$ cat config.mk
export PLATFORM = sky130hd
export DESIGN_NAME = iibd_top
export DESIGN_NICKNAME = d
export VERILOG_FILES = /design/src/pkg/iibd_pkg.sv /design/src/hdl/iibd_top.sv /design/src/hdl/iibd_sync.sv
export SDC_FILE = /design/constraint.sdc
export NUM_CORES = 1
export LEC_CHECK = 0
export BUFFER_PORTS_ARGS = -buffer_cell sky130_fd_sc_hd__clkbuf_2
export CORE_MARGIN = 5
export CORE_UTILIZATION = 50
export CTS_BUF_LIST = sky130_fd_sc_hd__clkbuf_4
export CTS_CLUSTER_DIAMETER = 100
export DETAILED_ROUTE_END_ITERATION = 7
export GPL_TIMING_DRIVEN = 0
export PLACE_DENSITY = 0.87
export SYNTH_ARGS = -nofsm -noshare
export SYNTH_HDL_FRONTEND = slang
export SYNTH_SLANG_ARGS = --single-unit
$ cat constraint.sdc
create_clock -name clk -period 4.49 [get_ports clk]
set_input_delay 0.2245 -clock clk [delete_from_list [all_inputs] [get_ports clk]]
set_output_delay 0.2245 -clock clk [all_outputs]
set_load 0.01 [all_outputs]
$ cat src/pkg/iibd_pkg.sv
// shared constants for the isolated input bus decode block
package iibd_pkg;

  // ****************************************************************
  // widths
  // ****************************************************************
  localparam int ADDR_W   = 10;
  localparam int DATA_W   = 8;
  localparam int NUM_IN   = 16;
  localparam int BASE_W   = 7;
  localparam int OFS_W    = 3;
  localparam int IRQ_W    = 16;
  localparam int BYTE_W   = 8;

  // ****************************************************************
  // address fields
  // ****************************************************************
  localparam int BASE_LSB = 3;
  localparam int BASE_MSB = 9;
  localparam int OFS_MSB  = 2;

  // ****************************************************************
  // offsets inside the eight byte block
  // ****************************************************************
  localparam logic [OFS_W-1:0] OFS_IN_LOW  = 3'h1;
  localparam logic [OFS_W-1:0] OFS_CHG_CTL = 3'h2;
  localparam logic [OFS_W-1:0] OFS_STATUS  = 3'h3;
  localparam logic [OFS_W-1:0] OFS_INT_EN  = 3'h4;
  localparam logic [OFS_W-1:0] OFS_IN_HIGH = 3'h5;

  // ****************************************************************
  // field positions and values
  // ****************************************************************
  localparam int STAT_CHG_BIT = 0;
  localparam logic [DATA_W-1:0] UNUSED_READ  = 8'hFF;
  localparam logic [DATA_W-1:0] STATUS_MASK  = 8'h01;
  localparam logic [DATA_W-1:0] INT_EN_RESET = 8'h01;
  localparam logic [DATA_W-1:0] ZERO_BYTE    = 8'h00;
  // host interrupt lines that a level jumper may select
  localparam logic [IRQ_W-1:0]  LEGAL_IRQ    = 16'hDCFC;

  typedef enum logic {CHG_OFF, CHG_ARMED} iibd_chg_t;

endpackage : iibd_pkg

$ cat src/hdl/iibd_top.sv
// host bus decode, input read back and change-of-state interrupt
//
// How it works
// - eight byte block decoded, unused answer fixed
// - base compared on address bits 3..9 only
// - low three address bits pick the register
// - fitted jumper wants 0, removed wants 1
// - filter selects map reversed within each byte
// - interrupt only on jumper chosen line
// - any input edge interrupts while enabled
// - read +2 enables, write +2 disables
// - write +1 clears the pending interrupt
// - +1 reads inputs 0..7, +5 reads 8..15
// - energized input reads 0, idle reads 1
module iibd_top
  import iibd_pkg::*;
(
  input  wire logic              clk,
  input  wire logic              rstn,
  input  wire logic [ADDR_W-1:0] addr,
  input  wire logic [DATA_W-1:0] wdata,
  input  wire logic              wr,
  input  wire logic              rd,
  output logic      [DATA_W-1:0] rdata,
  output logic                   rdHit,
  input  wire logic [BASE_W-1:0] baseJumper,
  input  wire logic [NUM_IN-1:0] inputBit,
  input  wire logic [NUM_IN-1:0] filterSelect,
  output logic      [NUM_IN-1:0] slowFilterEn,
  input  wire logic [IRQ_W-1:0]  interruptLevelSelect,
  output logic      [IRQ_W-1:0]  irqLine,
  output logic                   irq
);

  // ****************************************************************
  // reset release
  // ****************************************************************
  logic rstMeta;
  logic rstnSync;

  always_ff @(posedge clk or negedge rstn) begin
    if (!rstn) begin
      rstMeta  <= 1'b0;
      rstnSync <= 1'b0;
    end else begin
      rstMeta  <= 1'b1;
      rstnSync <= rstMeta;
    end
  end

  // ****************************************************************
  // helpers
  // ****************************************************************
  // installed jumper means the address bit must be low
  function automatic logic baseMatch(input logic [ADDR_W-1:0] a,
                                     input logic [BASE_W-1:0] j);
    baseMatch = (a[BASE_MSB:BASE_LSB] == ~j);
  endfunction : baseMatch

  function automatic logic [DATA_W-1:0] readLevels(input logic [BYTE_W-1:0] s);
    readLevels = ~s;
  endfunction : readLevels

  // ****************************************************************
  // decode
  // ****************************************************************
  logic             hit;
  logic [OFS_W-1:0] ofs;
  logic             rdAcc;
  logic             wrAcc;

  assign hit   = baseMatch(addr, baseJumper);
  assign ofs   = addr[OFS_MSB:0];
  assign rdAcc = rd && hit;
  assign wrAcc = wr && hit;

  // ****************************************************************
  // input synchronising and edge detect
  // ****************************************************************
  logic [NUM_IN-1:0] syncIn;
  logic [NUM_IN-1:0] prevIn;
  logic [NUM_IN-1:0] next_prevIn;
  logic              anyChange;

  iibd_sync #(
    .W (NUM_IN)
  ) u_sync (
    .clk  (clk),
    .rstn (rstnSync),
    .din  (inputBit),
    .dout (syncIn)
  );

  always_comb begin
    next_prevIn = syncIn;
    anyChange   = |(syncIn ^ prevIn);
  end

  always_ff @(posedge clk or negedge rstnSync) begin
    if (!rstnSync) begin
      prevIn <= '0;
    end else begin
      prevIn <= next_prevIn;
    end
  end

  // ****************************************************************
  // change-of-state control and interrupt state
  // ****************************************************************
  iibd_chg_t         chgState;
  iibd_chg_t         next_chgState;
  logic              pending;
  logic              next_pending;
  logic [DATA_W-1:0] intEnable;
  logic [DATA_W-1:0] next_intEnable;
  logic              clearReq;
  logic              setReq;

  always_comb begin
    next_chgState  = chgState;
    next_intEnable = intEnable;
    // read +2 arms, write +2 disarms
    unique case (chgState)
      CHG_OFF: begin
        if (rdAcc && ofs == OFS_CHG_CTL) begin
          next_chgState = CHG_ARMED;
        end
      end
      CHG_ARMED: begin
        if (wrAcc && ofs == OFS_CHG_CTL) begin
          next_chgState = CHG_OFF;
        end
      end
    endcase
    if (wrAcc && ofs == OFS_INT_EN) begin
      next_intEnable = wdata & STATUS_MASK;
    end
    // clear by write at +1, or write one at status
    clearReq = wrAcc && ((ofs == OFS_IN_LOW) ||
               (ofs == OFS_STATUS && wdata[STAT_CHG_BIT]));
    setReq   = anyChange && (chgState == CHG_ARMED);
    // latched; a new edge beats a clear in the same cycle
    next_pending = setReq || (pending && !clearReq);
  end

  always_ff @(posedge clk or negedge rstnSync) begin
    if (!rstnSync) begin
      chgState  <= CHG_OFF;
      pending   <= 1'b0;
      intEnable <= INT_EN_RESET;
    end else begin
      chgState  <= next_chgState;
      pending   <= next_pending;
      intEnable <= next_intEnable;
    end
  end

  // ****************************************************************
  // interrupt output
  // ****************************************************************
  // disarming also silences a bit already latched
  assign irq = pending && intEnable[STAT_CHG_BIT] && (chgState == CHG_ARMED);
  // only the fitted level jumper, no jumper means no line
  assign irqLine = {IRQ_W{irq}} & interruptLevelSelect & LEGAL_IRQ;

  // ****************************************************************
  // filter jumper routing
  // ****************************************************************
  // reversed mapping inside each byte
  always_comb begin
    for (int n = 0; n < BYTE_W; n++) begin
      slowFilterEn[BYTE_W-1-n]          = filterSelect[n];
      slowFilterEn[NUM_IN-1-n]          = filterSelect[BYTE_W+n];
    end
  end

  // ****************************************************************
  // read data
  // ****************************************************************
  logic [DATA_W-1:0] next_rdata;
  logic              next_rdHit;

  always_comb begin
    next_rdata = ZERO_BYTE;
    next_rdHit = rdAcc;
    if (rdAcc) begin
      // unused slots answer a fixed byte
      unique case (ofs)
        OFS_IN_LOW:  next_rdata = readLevels(syncIn[BYTE_W-1:0]);
        OFS_IN_HIGH: next_rdata = readLevels(syncIn[NUM_IN-1:BYTE_W]);
        OFS_STATUS:  next_rdata = {{(DATA_W-1){1'b0}}, pending};
        OFS_INT_EN:  next_rdata = intEnable;
        default:     next_rdata = UNUSED_READ;
      endcase
    end
  end

  always_ff @(posedge clk or negedge rstnSync) begin
    if (!rstnSync) begin
      rdata <= ZERO_BYTE;
      rdHit <= 1'b0;
    end else begin
      rdata <= next_rdata;
      rdHit <= next_rdHit;
    end
  end
endmodule : iibd_top

$ cat src/hdl/iibd_sync.sv
// two flip-flop synchroniser for a vector of levels
module iibd_sync
  import iibd_pkg::*;
#(
  parameter int W = NUM_IN
) (
  input  wire logic         clk,
  input  wire logic         rstn,
  input  wire logic [W-1:0] din,
  output logic      [W-1:0] dout
);

  logic [W-1:0] stage1;
  logic [W-1:0] stage2;
  logic [W-1:0] next_stage1;
  logic [W-1:0] next_stage2;

  // ****************************************************************
  // capture
  // ****************************************************************
  // stage1 feeds stage2 only, nothing else looks at it
  always_comb begin
    next_stage1 = din;
    next_stage2 = stage1;
  end

  always_ff @(posedge clk or negedge rstn) begin
    if (!rstn) begin
      stage1 <= '0;
      stage2 <= '0;
    end else begin
      stage1 <= next_stage1;
      stage2 <= next_stage2;
    end
  end

  assign dout = stage2;

endmodule : iibd_sync

==> key figures, run 1 <==
Floorplan
  – Chip Height: 78.61 µm
  – Placement Rows: 25
  – DIE WIDTH: 78.61 µm
  – Die area: 6179 µm²
  – Core Area: 4661 µm²
  – Num ports: 119
  – Initial core utilization: 50.50%

Detailed routing
  – Vias: 1640
  – Routed Antenna Nets: 0
  – Vias per cell: 4.659
  – DRC: 0
  – Initial DRC count: 81
  – Drt wl/cell: 13.39 µm
  – DR pass1 iterations: 4
  – Drt total wl: 4.714 mm

Placed design
  – Routability cong.: 0.8441
  – DP HPWL: 3.643 mm
  – Port Buffer Count: 85
  – DP Area: 2883 µm²
  – Dpl cells: 321
  – Pre-CTS WS: 2.879 ns

Setup path
  – Crit end category: output port
  – Worst path required time: 4.27 ns
  – Data arrival time of the critical path: 1.70 ns
  – Type of origin of the critical path: flip-flop
  – Max FO, Critical Path: 10
  – CP Class: flip-flop to output port

Cells and area
  – Layout cells sized above 1: 41.61%
  – Final Cell Area: 3149 µm²
  – Nets: 372
  – Core Util, Final: 67.57%
  – Fill cells: 355
  – Most frequent cells in the layout: clkbuf_2, dfrtp_1, buf_4
  – # diodes: 0
  – Final non-filler cell total: 352
  – Most common cell after layout, fill and taps aside: clkbuf_2
  – Synthesis-to-finish area growth: 33.81%

Synthesis
  – Synth unique cells: 26
  – YS warnings: 0
  – Syn Area/Cell: 13.30 µm²
  – Ys async rst share: 100.0%
  – Synthesis-stage register bit count: 62
  – Post-synthesis sequential area ratio: 65.98%
  – Synthesized instance count: 177
  – Number of synthesized flops with an enable pin: 0
  – Synth Flop Type: dfrtp_1
  – Synth Cell Area: 2354 µm²

Pwr
  – Leak pwr: 1.583 nW
  – Clock share of power: 28.7%
  – Seq pwr share: 60.6%
  – Comb pwr share: 10.7%
  – Switch Pwr: 231.0 µW
  – Power density cells: 315.2 nW/µm²
  – P_int: 761.7 µW
  – Sw frac: 23.27%
  – Maximum vdd ir drop: 0.2074 mV

Job
  – Max Cap Viol: 0

Clock tree
  – Worst-skew pair later-pin latency: 0.38 ns
  – Clock transition at the registers of the reported paths: 0.09 ns
  – Post-CTS Setup Repair Bufs: 0
  – CTS hold repair buffers: 17
  – H-tree levels: 3
  – Post-CTS Resized: 0
  – Clk buf depth: 2
  – Num CTS Buffers: 9
  – CTS root buf: clkbuf_4
  – CTS tree: built
  – Num Clock Sinks: 62

Timing
  – Fin. Hold Viols: 0
  – Final Cycle Share: 42.83%
  – Clock skew: 0.009177 ns
  – Final WS setup: 2.567 ns
  – Tmin final: 1.923 ns
  – Slew Viols, Final: 0
  – FMAX: 0.5199 GHz
  – Worst slew pin tran: 0.6835 ns
  – Final setup fails: 0
  – TNS Setup: 0 ns
  – Setup repair after global routing missed its margin: no
  – Max-slew headroom: 54.43%

Status
  – Outcome: completed

Global routing
  – Overflow after GRT: 0
  – Largest net degree at the start of global routing: 33
  – Vias in the first global route: 1665
  – Overall global routing resource usage: 16.42%
  – First-pass GRT wire length: 7.645 mm
  – Initial antenna violation count: 0

Worst hold path
  – Hold Crit Class: input port to flip-flop
[per-layer routing]
layer  share of wire (%)  vias to the layer above  GRT usage, %
met1                  37                      749         17.93
met2                  51                       84         28.01
met5                   0                        -             0
met4                 1.4                        0         6.818
li1                    -                      797             -
met3                  10                       10         6.881
[Yosys cell counts (all sizes together), types with 2 or more instances]
cell,count,area share (%)
or3,2,0.53
o21a,7,2.2
xor2,7,2.6
and2,12,3.2
a311oi,8,3.0
clkbuf,5,0.80
nand2b,7,1.9
nor2,2,0.32
buf,22,7.2
xnor2,16,6.0
nand4,5,1.3
dfrtp,61,65
nor4,2,0.53
inv,2,0.32
nand2,5,0.80
o21ai,3,0.64
conb,2,0.32
o41ai,2,0.74
[final timing paths]
| path | slack, ns | cells after the start | start | to |
|---|---|---|---|---|
| max | 2.57 | 4 | intEnable[0] | irqLine[2] |
| min | 0.09 | 2 | wdata[0] | intEnable[0] |
| max reg2reg | 3.09 | 4 | u_sync.dout[12] | pending |
| min reg2reg | 0.32 | 0 | rstnSync | u_sync.next_stage2[2] |
| max in group asynchronous | 3.59 | 1 | rstnSync | u_sync.next_stage2[1] |
| min in group asynchronous | 0.16 | 2 | rstn | rstnSync |
[metrics by stage]
step | hold WS (ns) | power [mW]
after CTS | 0.06417 | 1.010
after detailed placement | 0.01306 | 0.7091
after global routing | 0.05639 | 1.050
final | 0.09492 | 0.9926
after global placement | 0.01129 | 0.7017
after floorplan | -0.07109 | 0.6641
[sequential cells by signal, summed over array words and instances (netlist names)]
register / flops
rstMeta: 1
u_sync.dout: 16
rdata: 8
rstnSync: 1
pending: 1
chgState: 1
rdHit: 1
intEnable: 1
prevIn: 16
u_sync.next_stage2: 16
[cell type report]
type                    count  area (µm²)  share of cell area [%]
well taps                  54       67.56                   2.145
flip-flops and latches     62        1554                   49.34
repair buffers            103       615.6                   19.55
clock inverters             3       13.76                  0.4370
plain buffers              27       187.7                   5.959
multi-input cells          89       616.8                   19.59
clock buffers              11       82.58                   2.622
inverters                   3       11.26                  0.3576
[critical path: stages (launching register included)]
cell	delay (ns)
dfstp_2	0.55
and3_1	0.18
clkbuf_1	0.28
and2_1	0.18
clkbuf_2	0.13
[power groups by stage]
stage	sequential [mW]	combinational [mW]	clock, mW
global route	0.606	0.118	0.326
finish	0.601	0.107	0.285
floorplan	0.611	0.0530	0
detailed placement	0.614	0.0953	0
global placement	0.615	0.0866	0
CTS	0.603	0.107	0.300
[cell families (layout without fill, tap and decap cells)]
kind of cell / count (synthesis) / after routing / share of synthesized area (%)
simple gates: 37 / 37 / 9.091
compound gates: 22 / 22 / 7.124
mux: 1 / 1 / 0.4784
flops: 62 / 62 / 65.98
other cells: 2 / 6 / 0.3191
xor+xnor: 23 / 23 / 8.559
buf+inv: 30 / 147 / 8.453
Power figures use the tool's default switching activity.
==> run 2: changes to the inputs <==
Settings changed: CORE_UTILIZATION 50 to 47, PLACE_DENSITY 0.87 to 0.82.
Clock period 4.49 ns to 1.93 ns, I/O delays scaled along.
==> run 2 against run 1 <==
- critical path depth shrank 1
- global-route usage is 0.72 points lower
- clock skew is 0.0035 ns lower
- register-to-register slack got worse by 2.6 ns
- die area rose by 5.6%
- first-iteration DRC count decreased by 51%
- count of clock-buffer cells in the layout increased by 1
- largest power group unchanged
- sequential share of layout area fell by 1.1 points
- worst setup slack lost 2.3 ns
- critical path type unchanged
- utilization decreased by 0.22 points
- flip-flop and latch count did not move
- via count rose by 1.6%
==> key figures, run 2 (same netlist as run 1, synthesis figures left out) <==
Placed design
  – Pre-CTS WS: 0.4315 ns
  – Routability cong.: 0.7826
  – DP HPWL: 3.628 mm
  – DP Area: 2899 µm²
  – Port Buffer Count: 85

Floorplan
  – Num ports: 119
  – Chip Height: 80.77 µm
  – Die area: 6523 µm²
  – Core Area: 4786 µm²
  – DIE WIDTH: 80.77 µm
  – Placement Rows: 25
  – Initial core utilization: 49.18%

Setup path
  – Worst path required time: 1.83 ns
  – Data arrival time of the critical path: 1.62 ns
  – Cells along the critical path: and3_1, and2_1, clkbuf_2
  – Crit end category: output port
  – R2r setup slk: 0.53 ns
  – Type of origin of the critical path: flip-flop
  – CP top delay family: flip-flops
  – CP max-delay cell: dfstp_2
  – Max FO, Critical Path: 12
  – CP peak stage delay: 0.55 ns
  – Crit path buffers/inverters: 1
  – CP Class: flip-flop to output port

Timing
  – FMAX: 0.5842 GHz
  – Tmin final: 1.712 ns
  – Fin. Hold Viols: 0
  – Worst slew pin tran: 0.6185 ns
  – Setup repair after global routing missed its margin: no
  – Final setup fails: 0
  – Slew Viols, Final: 0
  – Clock skew: 0.005714 ns
  – Final Cycle Share: 88.69%
  – Final WS setup: 0.2182 ns
  – Max-slew headroom: 58.77%

Global routing
  – Initial antenna violation count: 0
  – First-pass GRT wire length: 7.493 mm
  – Vias in the first global route: 1661
  – Overflow after GRT: 0
  – Largest net degree at the start of global routing: 33
  – Overall global routing resource usage: 15.70%

Cells and area
  – Layout cells sized above 1: 42.19%
  – Nets: 373
  – # diodes: 0
  – Most frequent cells in the layout: clkbuf_2, dfrtp_1, buf_4
  – Final Cell Area: 3223 µm²
  – Most common cell after layout, fill and taps aside: clkbuf_2
  – Core Util, Final: 67.35%
  – Synthesis-to-finish area growth: 36.95%

Clock tree
  – Clock transition at the registers of the reported paths: 0.09 ns
  – Post-CTS Resized: 0
  – CTS tree: built
  – Worst-skew pair later-pin latency: 0.39 ns
  – Clk buf depth: 2
  – Num Clock Sinks: 62
  – CTS root buf: clkbuf_4
  – Num CTS Buffers: 9
  – H-tree levels: 3

Detailed routing
  – Vias: 1666
  – DRC: 0
  – DR pass1 iterations: 4
  – Drt total wl: 4.735 mm
  – Drt wl/cell: 12.87 µm
  – Vias per cell: 4.527
  – Routed Antenna Nets: 0
  – Initial DRC count: 40

Pwr
  – Leak pwr: 1.607 nW
  – Power density cells: 776.3 nW/µm²
  – Maximum vdd ir drop: 0.8353 mV

Worst hold path
  – Hold Crit Class: input port to flip-flop

Status
  – Outcome: completed

Job
  – Max Cap Viol: 0
## run 2: worst min-delay path: stages
cell	delay, ns
clkbuf_2	0.08
nand2_1	0.09
o41ai_1	0.08
o31ai_1	0.07
## run 2: final timing paths
kind | startpoint | end | cells after the start
min reg2reg | rstnSync | u_sync.dout[2] | 0
max | intEnable[0] | irqLine[4] | 3
max in group asynchronous | rstnSync | prevIn[8] | 1
min | wr | chgState | 4
min in group asynchronous | rstnSync | u_sync.dout[2] | 0
max reg2reg | u_sync.dout[2] | pending | 4
## run 2: power breakdown
part	leakage [nW]	switching, mW	internal, mW
Sequential	0.740	0.0418	1.35
Clock	0.0773	0.420	0.435
Combinational	0.789	0.103	0.148
## run 2: through the flow
stage / power, mW / setup TNS (ns) / hold WS, ns / cells
2_1_floorplan: 1.545 / 0 / -0.1991 / 181
3_3_place_gp: 1.631 / -21.63 / -0.1168 / 333
3_5_place_dp: 1.647 / 0 / -0.1149 / 334
4_1_cts: 2.546 / 0 / 0.01160 / 369
5_1_grt: 2.646 / 0 / 0.05495 / 368
6_report: 2.502 / 0 / 0.06252 / 368
## run 2: what timing repair did
action / CTS / global route
hold buffers: 19 / 0
endpoints found under the setup margin: 0 / 3
hold endpoints to repair: 19 / 0
setup buffers: 0 / 0
## run 2: layout make-up
cell class                      count  area [µm²]
Fill cell                         378        1563
Sequential cell                    62        1554
Timing Repair Buffer              105       635.6
Multi-Input combinational cell     89       616.8
Buffer                             26       183.9
Clock buffer                       12       90.09
Tap cell                           67       83.83
Clock inverter                      4       47.55
Inverter                            3       11.26
## run 2: routing by layer
metal	part of all wire, %	global-route usage (%)
met1	37	16.60
met2	51	27.73
met3	11	6.319
met4	0.80	6.588
met5	0	0
==> run 3: changes to the inputs <==
Settings changed: PLACE_DENSITY 0.82 to default, PLACE_DENSITY_LB_ADDON from default to 0.05.
==> run 3 against run 2 <==
- first-iteration DRC count is the same
- die area is the same
- flip-flop and latch count is the same
- utilization shrank 0.37 points
- worst setup slack lost 0.058 ns
- worst hold slack gained 0.0029 ns
- clock skew grew 0.0079 ns
- design area shrank 0.54%
- critical path depth grew 1
- non-clock buffer count grew 1
- cell count shrank 0.27%
- largest cell class unchanged
==> key figures, run 3 (same netlist as run 1, synthesis figures left out) <==
Status
  – Outcome: completed

Clock tree
  – Worst-skew pair later-pin latency: 0.38 ns
  – Clk buf depth: 2
  – Num Clock Sinks: 62
  – Num CTS Buffers: 9
  – H-tree levels: 3
  – CTS tree: built
  – Clock transition at the registers of the reported paths: 0.09 ns
  – CTS root buf: clkbuf_4

Global routing
  – Overflow after GRT: 0
  – Largest net degree at the start of global routing: 43
  – Vias in the first global route: 1691
  – Overall global routing resource usage: 16.42%
  – Initial antenna violation count: 0
  – First-pass GRT wire length: 7.879 mm

Floorplan
  – Core Area: 4786 µm²
  – Num ports: 119
  – Die area: 6523 µm²
  – DIE WIDTH: 80.77 µm
  – Initial core utilization: 49.18%
  – Placement Rows: 25
  – Chip Height: 80.77 µm

Setup path
  – Crit end category: output port
  – R2r setup slk: 0.54 ns
  – CP Class: flip-flop to output port
  – Worst R2R End: pending
  – Worst reg2reg path depth: 4
  – Worst path required time: 1.83 ns
  – Type of origin of the critical path: flip-flop
  – CP peak stage delay: 0.55 ns
  – Data arrival time of the critical path: 1.67 ns
  – CP max-delay cell: dfstp_2
  – CP top delay family: flip-flops
  – Crit path buffers/inverters: 2
  – Reg2reg start: u_sync.dout[10]
  – Cells along the critical path: and3_1, clkbuf_1, and2_1, clkbuf_2
  – Max FO, Critical Path: 10

Worst hold path
  – Hold path depth: 4
  – Hold Crit Class: input port to flip-flop
  – Hold Path Sink: chgState
  – Worst hold path startpoint: wr

Detailed routing
  – DRC: 0
  – Top sig layer: met4
  – Initial DRC count: 40
  – Metal3 WL: 645 µm
  – Routed Antenna Nets: 0
  – Drt wl/cell: 13.32 µm
  – WL met2: 2.399 mm
  – Drt total wl: 4.889 mm
  – DR pass1 iterations: 4
  – Vias: 1665
  – Vias per cell: 4.537
  – Met1 WL: 1.791 mm

Pwr
  – Maximum vdd ir drop: 0.6153 mV
  – Sw frac: 22.20%
  – Power density cells: 756.5 nW/µm²
  – Switch Pwr: 538.4 µW
  – Comb pwr share: 10.6%
  – P_int: 1.887 mW
  – Leak pwr: 1.596 nW
  – Seq pwr share: 57.4%
  – Clock share of power: 32.0%

Timing
  – Slew Viols, Final: 0
  – Final Cycle Share: 91.69%
  – Setup repair after global routing missed its margin: no
  – Clock skew: 0.01363 ns
  – TNS Setup: 0 ns
  – Tmin final: 1.770 ns
  – Final setup fails: 0
  – Fin. Hold Viols: 0
  – FMAX: 0.5651 GHz

Job
  – Max Cap Viol: 0

Placed design
  – DP HPWL: 3.664 mm
  – Routability cong.: 0.7259
  – Port Buffer Count: 85

Cells and area
  – Most common cell after layout, fill and taps aside: clkbuf_2
  – Fill cells: 393
  – # diodes: 0
  – Layout cells sized above 1: 40.67%
  – Core Util, Final: 66.98%
  – Synthesis-to-finish area growth: 36.20%
  – Most frequent cells in the layout: clkbuf_2, dfrtp_1, buf_4
  – Nets: 374
run 3: cell types whose count changed in the layout (fill, tap and decap cells not counted):
cell,before,now
clkbuf_1,4,5
clkbuf_4,12,10
clkinv_1,1,4
clkinv_2,2,0
clkinvlp_4,1,0
run 3: through the flow:
| stage | worst slack [ns] | instance area, µm² | hold slack (ns) | instances | total power, mW |
|---|---|---|---|---|---|
| global route | 0.01289 | 3206 | 0.09218 | 367 | 2.573 |
| CTS | 0.1108 | 3206 | 0.05595 | 367 | 2.458 |
| floorplan | 0.07764 | 2369 | -0.1991 | 181 | 1.545 |
| finish | 0.1605 | 3206 | 0.06543 | 367 | 2.425 |
| global placement | -0.4934 | 2878 | -0.1173 | 333 | 1.638 |
| detailed placement | 0.4275 | 2899 | -0.1162 | 334 | 1.649 |
run 3: cell type report:
type / count / area (µm²) / share of cell area, %
tap: 67 / 83.83 / 2.615
clock inverter: 4 / 41.29 / 1.288
sequential: 62 / 1554 / 48.48
multi-input combinational: 89 / 616.8 / 19.24
inverter: 3 / 11.26 / 0.3513
buffer: 27 / 187.7 / 5.855
timing repair buffer: 105 / 635.6 / 19.83
clock buffer: 10 / 75.07 / 2.342
run 3: power groups by stage:
| stage | Combinational [mW] | Clock [mW] | Sequential, mW |
|---|---|---|---|
| after floorplan | 0.123 | 0 | 1.42 |
| after global placement | 0.205 | 0 | 1.43 |
| after detailed placement | 0.229 | 0 | 1.42 |
| after CTS | 0.260 | 0.804 | 1.39 |
| after global routing | 0.287 | 0.883 | 1.40 |
| final | 0.258 | 0.775 | 1.39 |
run 3: repair_timing:
action	in CTS	in global routing
hold buffers	19	0
hold endpoints to repair	19	0
gates resized for setup	0	0
setup endpoints to repair	0	0
buffers inserted	0	0
run 3: how the worst max path moves through the flow:
stage                  startpoint                     to  cells after the start  slack [ns]
floorplan                rstnSync               chgState                      0        0.08
global placement         rstnSync  u_sync.next_stage2[0]                      0       -0.49
detailed placement  baseJumper[4]               rdata[1]                      6        0.43
CTS                  intEnable[0]            irqLine[10]                      4        0.11
global route         intEnable[0]            irqLine[10]                      4        0.01
finish               intEnable[0]            irqLine[10]                      4        0.16
run 3: layer usage:
| layer | track usage, % | vias to the layer above |
|---|---|---|
| met2 | 26.49 | 83 |
| met5 | 0 | - |
| met4 | 6.926 | 0 |
| li1 | - | 801 |
| met3 | 8.315 | 8 |
| met1 | 18.44 | 773 |
run 3: worst min-delay path, cell delays in order:
cell and delay [ns]:
clkbuf_2 0.08, nand2_1 0.10, o41ai_1 0.09, o31ai_1 0.05
